`src/inc/sbc_cfg.svh`:
```
// register offsets, field positions, reset values and sizes of the spi buffer block
// assumes inclusion by every design file of the block; definitions only
`ifndef SBC_CFG_SVH
`define SBC_CFG_SVH

// ----------------------------------------------------------------
// register offsets (plain port, byte addresses)
// ----------------------------------------------------------------
`define SBC_ADDR_W         4
`define SBC_OFS_RXDATA     4'h0
`define SBC_OFS_TXDATA     4'h1
`define SBC_OFS_CLKSRC     4'h2
`define SBC_OFS_INTF       4'h3
`define SBC_OFS_INTE       4'h4
`define SBC_OFS_TCNTH      4'h5
`define SBC_OFS_TCNTL      4'h6
`define SBC_OFS_TWIDTH     4'h7
`define SBC_OFS_BAUD       4'h8
`define SBC_OFS_CTRL0      4'h9
`define SBC_OFS_CTRL1      4'ha
`define SBC_OFS_CTRL2      4'hb
`define SBC_OFS_STATUS     4'hc

// ----------------------------------------------------------------
// field positions
// ----------------------------------------------------------------
`define SBC_ST_TX_WRITE_ERROR        7
`define SBC_ST_TX_QUEUE_EMPTY        5
`define SBC_ST_RX_READ_ERROR        3
`define SBC_ST_FLUSH_BUFFERS       2
`define SBC_ST_RX_QUEUE_FULL        0
`define SBC_IF_SHIFT_EMPTY 7
`define SBC_IF_COUNT_ZERO  6
`define SBC_IF_SEL_START   5
`define SBC_IF_SEL_END     4
`define SBC_IF_RX_OVERFLOW 2
`define SBC_IF_TX_UNDERFL  1
`define SBC_C2_BUSY        7
`define SBC_C2_SSFLT       6

// ----------------------------------------------------------------
// masks and reset values
// ----------------------------------------------------------------
`define SBC_INTF_MASK      8'hf6
`define SBC_CTRL0_MASK     8'h87
`define SBC_CTRL1_MASK     8'hf7
`define SBC_CTRL1_RESET    8'h04
`define SBC_CLKSRC_MASK    8'h0f
`define SBC_TCNTH_MASK     8'h07
`define SBC_TWIDTH_MASK    8'h07
`define SBC_CTRL2_MASK     8'h07

// ----------------------------------------------------------------
// sizes
// ----------------------------------------------------------------
`define SBC_FIFO_DEPTH     2
`define SBC_DATA_W         8
`define SBC_SRC_COUNT      9

`endif

```
`src/inc/sbc_pkg.sv`:
```
// types shared by the spi buffer block
// assumes nothing beyond a simulator that compiles it before the modules
package sbc_pkg;

   // bit clock sources; codes 9 to 15 select no source
   typedef enum logic [3:0] {
      sbc_src_system_oscillator   = 4'h0,
      sbc_src_fast_internal_osc   = 4'h1,
      sbc_src_medium_internal_osc = 4'h2,
      sbc_src_reference_clock_out = 4'h3,
      sbc_src_timer0_overflow     = 4'h4,
      sbc_src_timer2_postscaled   = 4'h5,
      sbc_src_timer4_postscaled   = 4'h6,
      sbc_src_timer6_postscaled   = 4'h7,
      sbc_src_measure_timer_match = 4'h8
   } sbc_clk_src_t;

endpackage

```
`src/hdl/sbc_fifo.sv`:
```
// byte queue held in flip-flops, with flush, used for both data directions
// assumes push and pop come from logic on ref_clk
`include "sbc_cfg.svh"

module sbc_fifo
   import sbc_pkg::*;
#(
   parameter int DEPTH = `SBC_FIFO_DEPTH,
   parameter int WIDTH = `SBC_DATA_W
)
(
   input  wire logic                       ref_clk,
   input  wire logic                       rst,
   input  wire logic                       flush,
   input  wire logic                       push,
   input  wire logic [WIDTH-1:0]           push_data,
   input  wire logic                       pop,
   output logic      [WIDTH-1:0]           head,
   output logic      [$clog2(DEPTH+1)-1:0] count,
   output logic                            full,
   output logic                            empty
);

   localparam int PW = (DEPTH > 1) ? $clog2(DEPTH) : 1;
   localparam int CW = $clog2(DEPTH + 1);

   if (DEPTH < 1 || WIDTH < 1) begin : g_bad_size
      $error("sbc_fifo: depth and width must be at least one");
   end

   typedef struct packed {
      logic [DEPTH-1:0][WIDTH-1:0] mem;
      logic [PW-1:0]               wr_ptr;
      logic [PW-1:0]               rd_ptr;
      logic [CW-1:0]               count;
   } sbc_fifo_state_t;

   sbc_fifo_state_t st;
   sbc_fifo_state_t next_st;

   function automatic logic [PW-1:0] sbc_wrap(input logic [PW-1:0] p);
      return (p == PW'(DEPTH - 1)) ? '0 : p + PW'(1);
   endfunction

   logic do_push;
   logic do_pop;

   assign empty   = (st.count == '0);
   assign full    = (st.count == CW'(DEPTH));
   assign head    = empty ? '0 : st.mem[st.rd_ptr];
   assign count   = st.count;
   // a full queue refuses a push even when a pop leaves the same cycle
   assign do_push = push && !full;
   assign do_pop  = pop && !empty;

   always_comb begin
      next_st = st;
      if (flush) begin
         next_st.wr_ptr = '0;
         next_st.rd_ptr = '0;
         next_st.count  = '0;
      end else begin
         if (do_push) begin
            next_st.mem[st.wr_ptr] = push_data;
            next_st.wr_ptr         = sbc_wrap(st.wr_ptr);
         end
         if (do_pop) begin
            next_st.rd_ptr = sbc_wrap(st.rd_ptr);
         end
         if (do_push && !do_pop) begin
            next_st.count = st.count + CW'(1);
         end else if (do_pop && !do_push) begin
            next_st.count = st.count - CW'(1);
         end
      end
   end

   always_ff @(posedge ref_clk) begin
      if (rst) begin
         st <= '0;
      end else begin
         st <= next_st;
      end
   end

endmodule

```
`src/hdl/sbc_clk_select.sv`:
```
// bit clock source selection: synchronises every source and marks rising edges
// assumes sources are slow against ref_clk (two ref_clk periods per level at least)
`include "sbc_cfg.svh"

module sbc_clk_select
   import sbc_pkg::*;
(
   input  wire logic                      ref_clk,
   input  wire logic                      rst,
   input  wire logic [`SBC_SRC_COUNT-1:0] src_in,
   input  wire logic [3:0]                select,
   output logic                           bit_clk_tick,
   output logic                           bit_clk_level
);

   typedef struct packed {
      logic [`SBC_SRC_COUNT-1:0] sync1;
      logic [`SBC_SRC_COUNT-1:0] sync2;
      logic                      level;
      logic                      tick;
   } sbc_clk_state_t;

   sbc_clk_state_t st;
   sbc_clk_state_t next_st;

   logic sel_level;

   // reserved codes pick no source, so the tick stays low
   always_comb begin
      sel_level = 1'b0;
      if (select <= sbc_src_measure_timer_match) begin
         sel_level = st.sync2[select];
      end
   end

   always_comb begin
      next_st       = st;
      next_st.sync1 = src_in;
      next_st.sync2 = st.sync1;
      next_st.level = sel_level;
      next_st.tick  = sel_level && !st.level;
   end

   always_ff @(posedge ref_clk) begin
      if (rst) begin
         st <= '0;
      end else begin
         st <= next_st;
      end
   end

   assign bit_clk_tick  = st.tick;
   assign bit_clk_level = st.level;

endmodule

```
`src/hdl/sbc_spi_buffer.sv`:
```
// register file, byte queues and clock selection of the spi controller
// assumes a register master on ref_clk and a shift engine on ref_clk at the queues
//
// The address-and-strobe port and the address map were left to the implementer.
`include "sbc_cfg.svh"

module sbc_spi_buffer
   import sbc_pkg::*;
#(
   parameter int DEPTH = `SBC_FIFO_DEPTH
)
(
   input  wire logic                      ref_clk,
   input  wire logic                      rst,
   input  wire logic [`SBC_ADDR_W-1:0]    reg_addr,
   input  wire logic [7:0]                reg_wdata,
   input  wire logic                      reg_wr,
   input  wire logic                      reg_rd,
   output logic      [7:0]                reg_rdata,
   output logic                           irq,
   input  wire logic [`SBC_SRC_COUNT-1:0] clk_src_in,
   output logic                           bit_clk_tick,
   output logic                           bit_clk_level,
   input  wire logic                      rx_push,
   input  wire logic [7:0]                rx_push_data,
   output logic                           rx_push_ready,
   input  wire logic                      tx_pop,
   output logic                           tx_pop_valid,
   output logic      [7:0]                tx_pop_data,
   input  wire logic                      evt_shift_empty,
   input  wire logic                      evt_count_zero,
   input  wire logic                      evt_select_start,
   input  wire logic                      evt_select_end,
   input  wire logic                      evt_rx_overflow,
   input  wire logic                      evt_tx_underflow,
   input  wire logic                      engine_busy,
   input  wire logic                      select_fault,
   output logic      [7:0]                cfg_ctrl0,
   output logic      [7:0]                cfg_ctrl1,
   output logic      [2:0]                cfg_ctrl2,
   output logic      [7:0]                cfg_baud,
   output logic      [10:0]               cfg_count,
   output logic      [2:0]                cfg_width
);

   localparam int CW = $clog2(DEPTH + 1);

   if (DEPTH < 1) begin : g_bad_depth
      $error("sbc_spi_buffer: queue depth must be at least one");
   end

   // ----------------------------------------------------------------
   // state
   // ----------------------------------------------------------------
   typedef struct packed {
      logic [7:0] rdata;
      logic       tx_write_error;
      logic       rx_read_error;
      logic [7:0] intf;
      logic [7:0] inte;
      logic [3:0] bit_clock_select;
      logic [2:0] tcnt_high;
      logic [7:0] tcnt_low;
      logic [2:0] twidth;
      logic [7:0] baud;
      logic [7:0] ctrl0;
      logic [7:0] ctrl1;
      logic [2:0] ctrl2;
      logic       irq;
   } sbc_regs_t;

   sbc_regs_t st;
   sbc_regs_t next_st;

   function automatic logic sbc_hit(input logic             strobe,
                                    input logic [3:0]       addr,
                                    input logic [3:0]       ofs);
      return strobe && (addr == ofs);
   endfunction

   // ----------------------------------------------------------------
   // queues
   // ----------------------------------------------------------------
   logic          flush;
   logic          rx_pop;
   logic          tx_push;
   logic [7:0]    rx_head;
   logic [CW-1:0] rx_count;
   logic [CW-1:0] tx_count;
   logic          rx_full;
   logic          rx_empty;
   logic          tx_full;
   logic          tx_empty;

   assign flush   = sbc_hit(reg_wr, reg_addr, `SBC_OFS_STATUS) && reg_wdata[`SBC_ST_FLUSH_BUFFERS];
   assign rx_pop  = sbc_hit(reg_rd, reg_addr, `SBC_OFS_RXDATA) && !rx_empty;
   assign tx_push = sbc_hit(reg_wr, reg_addr, `SBC_OFS_TXDATA) && !tx_full;

   sbc_fifo #(.DEPTH(DEPTH), .WIDTH(`SBC_DATA_W)) u_rx_queue (
      .ref_clk   (ref_clk),
      .rst       (rst),
      .flush     (flush),
      .push      (rx_push),
      .push_data (rx_push_data),
      .pop       (rx_pop),
      .head      (rx_head),
      .count     (rx_count),
      .full      (rx_full),
      .empty     (rx_empty)
   );

   sbc_fifo #(.DEPTH(DEPTH), .WIDTH(`SBC_DATA_W)) u_tx_queue (
      .ref_clk   (ref_clk),
      .rst       (rst),
      .flush     (flush),
      .push      (tx_push),
      .push_data (reg_wdata),
      .pop       (tx_pop),
      .head      (tx_pop_data),
      .count     (tx_count),
      .full      (tx_full),
      .empty     (tx_empty)
   );

   assign rx_push_ready = !rx_full;
   assign tx_pop_valid  = !tx_empty;

   sbc_clk_select u_clk_select (
      .ref_clk       (ref_clk),
      .rst           (rst),
      .src_in        (clk_src_in),
      .select        (st.bit_clock_select),
      .bit_clk_tick  (bit_clk_tick),
      .bit_clk_level (bit_clk_level)
   );

   // ----------------------------------------------------------------
   // register access
   // ----------------------------------------------------------------
   logic [7:0] events;
   logic [7:0] status_view;
   logic [7:0] read_value;

   always_comb begin
      events                      = 8'h00;
      events[`SBC_IF_SHIFT_EMPTY] = evt_shift_empty;
      events[`SBC_IF_COUNT_ZERO]  = evt_count_zero;
      events[`SBC_IF_SEL_START]   = evt_select_start;
      events[`SBC_IF_SEL_END]     = evt_select_end;
      events[`SBC_IF_RX_OVERFLOW] = evt_rx_overflow;
      events[`SBC_IF_TX_UNDERFL]  = evt_tx_underflow;
      status_view                 = 8'h00;
      status_view[`SBC_ST_TX_WRITE_ERROR]   = st.tx_write_error;
      status_view[`SBC_ST_TX_QUEUE_EMPTY]   = tx_empty;
      status_view[`SBC_ST_RX_READ_ERROR]   = st.rx_read_error;
      status_view[`SBC_ST_RX_QUEUE_FULL]   = rx_full;
   end

   // the transmit register and the flush bit read as zero
   always_comb begin
      case (reg_addr)
         `SBC_OFS_RXDATA: read_value = rx_head;
         `SBC_OFS_CLKSRC: read_value = {4'h0, st.bit_clock_select};
         `SBC_OFS_INTF:   read_value = st.intf;
         `SBC_OFS_INTE:   read_value = st.inte;
         `SBC_OFS_TCNTH:  read_value = {5'h00, st.tcnt_high};
         `SBC_OFS_TCNTL:  read_value = st.tcnt_low;
         `SBC_OFS_TWIDTH: read_value = {5'h00, st.twidth};
         `SBC_OFS_BAUD:   read_value = st.baud;
         `SBC_OFS_CTRL0:  read_value = st.ctrl0;
         `SBC_OFS_CTRL1:  read_value = st.ctrl1;
         `SBC_OFS_CTRL2:  read_value = {engine_busy, select_fault, 3'h0, st.ctrl2};
         `SBC_OFS_STATUS: read_value = status_view;
         default:         read_value = 8'h00;
      endcase
   end

   always_comb begin
      next_st       = st;
      next_st.rdata = reg_rd ? read_value : 8'h00;
      if (reg_wr) begin
         case (reg_addr)
            `SBC_OFS_CLKSRC: next_st.bit_clock_select = reg_wdata[3:0];
            `SBC_OFS_INTE:   next_st.inte = reg_wdata & `SBC_INTF_MASK;
            `SBC_OFS_TCNTH:  next_st.tcnt_high = reg_wdata[2:0];
            `SBC_OFS_TCNTL:  next_st.tcnt_low = reg_wdata;
            `SBC_OFS_TWIDTH: next_st.twidth = reg_wdata[2:0];
            `SBC_OFS_BAUD:   next_st.baud = reg_wdata;
            `SBC_OFS_CTRL0:  next_st.ctrl0 = reg_wdata & `SBC_CTRL0_MASK;
            `SBC_OFS_CTRL1:  next_st.ctrl1 = reg_wdata & `SBC_CTRL1_MASK;
            `SBC_OFS_CTRL2:  next_st.ctrl2 = reg_wdata[2:0];
            default:         next_st.ctrl2 = st.ctrl2;
         endcase
      end
      // write one to clear; a new event in the same cycle wins
      if (sbc_hit(reg_wr, reg_addr, `SBC_OFS_INTF)) begin
         next_st.intf = st.intf & ~reg_wdata;
      end
      next_st.intf = (next_st.intf | events) & `SBC_INTF_MASK;
      if (sbc_hit(reg_wr, reg_addr, `SBC_OFS_STATUS)) begin
         if (reg_wdata[`SBC_ST_TX_WRITE_ERROR]) begin
            next_st.tx_write_error = 1'b0;
         end
         if (reg_wdata[`SBC_ST_RX_READ_ERROR]) begin
            next_st.rx_read_error = 1'b0;
         end
      end
      if (sbc_hit(reg_wr, reg_addr, `SBC_OFS_TXDATA) && tx_full) begin
         next_st.tx_write_error = 1'b1;
      end
      if (sbc_hit(reg_rd, reg_addr, `SBC_OFS_RXDATA) && rx_empty) begin
         next_st.rx_read_error = 1'b1;
      end
      next_st.irq = |(next_st.intf & next_st.inte);
   end

   always_ff @(posedge ref_clk) begin
      if (rst) begin
         st       <= '0;
         st.ctrl1 <= `SBC_CTRL1_RESET;
      end else begin
         st <= next_st;
      end
   end

   assign reg_rdata = st.rdata;
   assign irq       = st.irq;
   assign cfg_ctrl0 = st.ctrl0;
   assign cfg_ctrl1 = st.ctrl1;
   assign cfg_ctrl2 = st.ctrl2;
   assign cfg_baud  = st.baud;
   assign cfg_count = {st.tcnt_high, st.tcnt_low};
   assign cfg_width = st.twidth;
endmodule

```
`config.mk`:
```
export PLATFORM = sky130hd
export DESIGN_NAME = sbc_spi_buffer
export DESIGN_NICKNAME = d
export VERILOG_FILES = /design/src/inc/sbc_pkg.sv /design/src/hdl/sbc_fifo.sv /design/src/hdl/sbc_clk_select.sv /design/src/hdl/sbc_spi_buffer.sv
export VERILOG_INCLUDE_DIRS = /design/src /design/src/inc
export SDC_FILE = /design/constraint.sdc
export NUM_CORES = 1
export LEC_CHECK = 0
export BUFFER_PORTS_ARGS = -buffer_cell sky130_fd_sc_hd__buf_2
export CAP_MARGIN = 20
export CORE_MARGIN = 2
export CORE_UTILIZATION = 50
export DETAILED_ROUTE_END_ITERATION = 8
export HOLD_SLACK_MARGIN = 0.05
export PLACE_DENSITY_LB_ADDON = 0.08
export SYNTH_ARGS = -nofsm -noshare
export SYNTH_HDL_FRONTEND = slang
export SYNTH_SLANG_ARGS = --single-unit
export TNS_END_PERCENT = 5
```
`constraint.sdc`:
```
create_clock -name ref_clk -period 1.8 [get_ports ref_clk]
set_input_delay 0.27 -clock ref_clk [delete_from_list [all_inputs] [get_ports ref_clk]]
set_output_delay 0.27 -clock ref_clk [all_outputs]
set_load 0.02 [all_outputs]
```
==> out/summary.json <==
{
  "die": {
    "row_count": 38,
    "fp.dieH_microns": 110,
    "die_x_microns": 110,
    "boundaryPins": 105,
    "fp.dieArea_sq_um": 12200,
    "core_region_area_sq_um": 10900,
    "initial_core_utilization": 0.518
  },
  "synth": {
    "yosys.cell_types.count": 51,
    "synthDominantCellAreaShare": 0.435,
    "flip_flop_and_latch_count_after_synthesis": 123,
    "yosys-top-cells-count": "dfxtp_1, nor2_1, mux2i_1",
    "synth_sequential_area_ratio": 0.435,
    "yosys_warn_count": 0,
    "synth-main-ff-cell": "dfxtp_1",
    "synth-edff-count": 0,
    "most_used_standard_cell_by_instance_count_after_synthesis": "dfxtp_1",
    "synth.avg_cell_area_sq_um": 8.95,
    "syn-cell-area_sq_um": 5660,
    "yosysTopAreaCell": "dfxtp_1",
    "synth_cells": 633,
    "netlist_top_cells_area": "dfxtp_1, mux2i_1, buf_4",
    "synth_async_sr_flop_share": 0
  },
  "setup_path": {
    "crit_end_element": "output pin",
    "critPathLaunchType": "register",
    "setup.worst_path.class": "reg2out",
    "crit_slowest_cell": "dfxtp_2",
    "critical_path.max_stage_delay_ns": 0.50,
    "arrival_ns": 1.40,
    "critical_path_cell_by_cell": "mux2i_1 -> nor2_1 -> buf_2",
    "cp_max_fo": 9,
    "required_ns": 1.53
  },
  "sta": {
    "finalSetupViolCount": 0,
    "clock_skew_ns": 0.00589,
    "max_freq_mhz": 600,
    "hold_viol_final": 0,
    "timing.setup.tns_ns": 0,
    "final-max-slew-violation-count": 0,
    "rsz0062_at_grt": "false",
    "finalCriticalPeriod_ns": 1.67,
    "min_period_over_period": 0.926
  },
  "cts": {
    "count_of_h_tree_levels_built_during_cts": 4,
    "post_cts_buffers": 0,
    "clk_root_buffer_cell": "clkbuf_16",
    "clock_tree_from_tritoncts": "yes",
    "tritoncts.num_buffers": 17,
    "clkLatencyLatePin_ns": 0.41,
    "cts_hold_buffers": 0,
    "ctsLongestPathBuffers": 2,
    "clk_transition_reported_paths_ns": 0.05,
    "numClockSinks": 123
  },
  "route": {
    "vias": 4632,
    "drtPass1Iterations": 5,
    "drt-wirelength-per-cell_microns": 17.5,
    "drt_iter0_markers": 341,
    "per_cell_via_count_in_the_routed_design": 5.31,
    "remaining_drc_errors": 0,
    "detail-route-antenna-nets": 0,
    "finalWirelength_microns": 15300
  },
  "global_route": {
    "global_route_wire_length_before_repair_microns": 24500,
    "grt_overflow": 0,
    "grtUsageTotal": 0.257,
    "grt_antenna_before_repair": 0,
    "number_of_global_route_vias_before_repair": 4606,
    "grt_start_max_net_pins": 76
  },
  "power_and_ir_drop": {
    "cellLeakagePower_nw": 2.92,
    "max-vdd-ir-drop_mv": 0.675,
    "cellPowerDensity_nw_per_um2": 1060,
    "totalPowerFinal_mw": 7.22
  },
  "placed_design": {
    "routabilityCongestion": 0.944,
    "dp.final_hpwl_microns": 11300,
    "port_buffers": 99
  },
  "min_path": {
    "worstHoldPathType": "in2reg"
  },
  "cells_and_area": {
    "insertedDiodeCount": 0,
    "layout-area-overhead-vs-synth_pct": 20.6,
    "post_route_cells_drive_above_1_share": 0.273,
    "nets": 766,
    "n_fill_cell": 972
  },
  "run_status": {
    "result_of_the_run": "completed"
  },
  "job": {
    "cap_violations": 0
  }
}
## critical path, delay by kind of cell, from the launching register on
family / cells / cell delay, ns
buffers and inverters: 1 / 0.16
and+or+nand+nor: 1 / 0.06
muxes: 1 / 0.26
DFF: 1 / 0.50
## placed cells by master, fill, tap and decap left out, drive strengths merged, types with 3 or more instances in the layout
cell	count
a22oi	4
buf	152
conb	5
dfxtp	123
o22ai	5
a32oi	4
o21ai	14
a21oi	46
nand2b	8
nor2	93
o211ai	4
a22o	3
nor4	4
nor2b	31
xnor2	4
clkbuf	24
nand2	48
clkinv	4
mux2i	75
and3	5
inv	6
xor2	6
nand3	26
nand3b	3
mux2	9
nor3	3
## per-layer routing
metal / up-vias / wire length [microns] / global-route usage
li1: 2285 / - / -
met1: 2172 / 6910 / 0.334
met2: 148 / 7160 / 0.404
met3: 27 / 765 / 0.0609
met4: 0 / 445 / 0.118
met5: - / 0 / 0
## per-stage QoR
stage                     instances  setup WS, ns  hold slack [ns]  area, sq um  utilization
after floorplan                 637        0.0722            0.347         5680            -
after global placement          842       -0.0966            0.393         6270        0.573
after detailed placement        842        -0.146            0.399         6270        0.573
after CTS                       872        0.0785           0.0531         6830        0.624
after global routing            872        0.0118           0.0655         6830        0.625
final                           872         0.134           0.0663         6830        0.625
## logic make-up after synthesis
kind of cell	Yosys count	share of synthesized area
other cells	1	0.000662
mux	85	0.154
fa+ha+maj	2	0.00442
simple gates	225	0.188
xor+xnor	10	0.0155
buf+inv	94	0.0998
compound gates	93	0.102
flops	123	0.435
## state kept, by name, indices dropped and copies added (netlist names), 3 cells and up
register,cells
reg_rdata,8
u_rx_queue.st,18
u_clk_select.st,9
cfg_ctrl2,3
cfg_baud,8
u_tx_queue.st,18
cfg_ctrl1,7
cfg_ctrl0,4
u_clk_select.next_st,9
cfg_width,3
st,18
cfg_count,11
## area by class of cell
type	instances	area (sq um)	share of cell area
clock inverters	6	63.8	0.00934
clock buffers	24	492	0.0720
well taps	140	175	0.0256
inverters	7	26.3	0.00385
repair buffers	152	956	0.140
multi-input cells	420	2650	0.388
flip-flops and latches	123	2460	0.361
## what timing repair did
action	4_1_cts	5_1_grt
hold endpoints to repair	0	0
endpoints found under the setup margin	8	19
pin swaps	0	1
gates resized for setup	1	2
## path summary, 6_finish.rpt
check	start	end	slack [ns]	cells past startpoint
setup / recovery	u_tx_queue.st[2]	tx_pop_data[3]	0.13	3
hold / removal	clk_src_in[7]	u_clk_select.next_st[9]	0.07	2
setup reg to reg	u_tx_queue.count[1]	u_tx_queue.count[1]	0.15	8
hold reg to reg	u_clk_select.bit_clk_level	u_clk_select.bit_clk_tick	0.40	1
## where the power goes
group          switching [mW]  internal [mW]
Combinational           0.589          0.456
Sequential              0.132           2.87
Clock                    1.15           2.02
Total                    1.88           5.35
(Power assumes the default switching activity.)
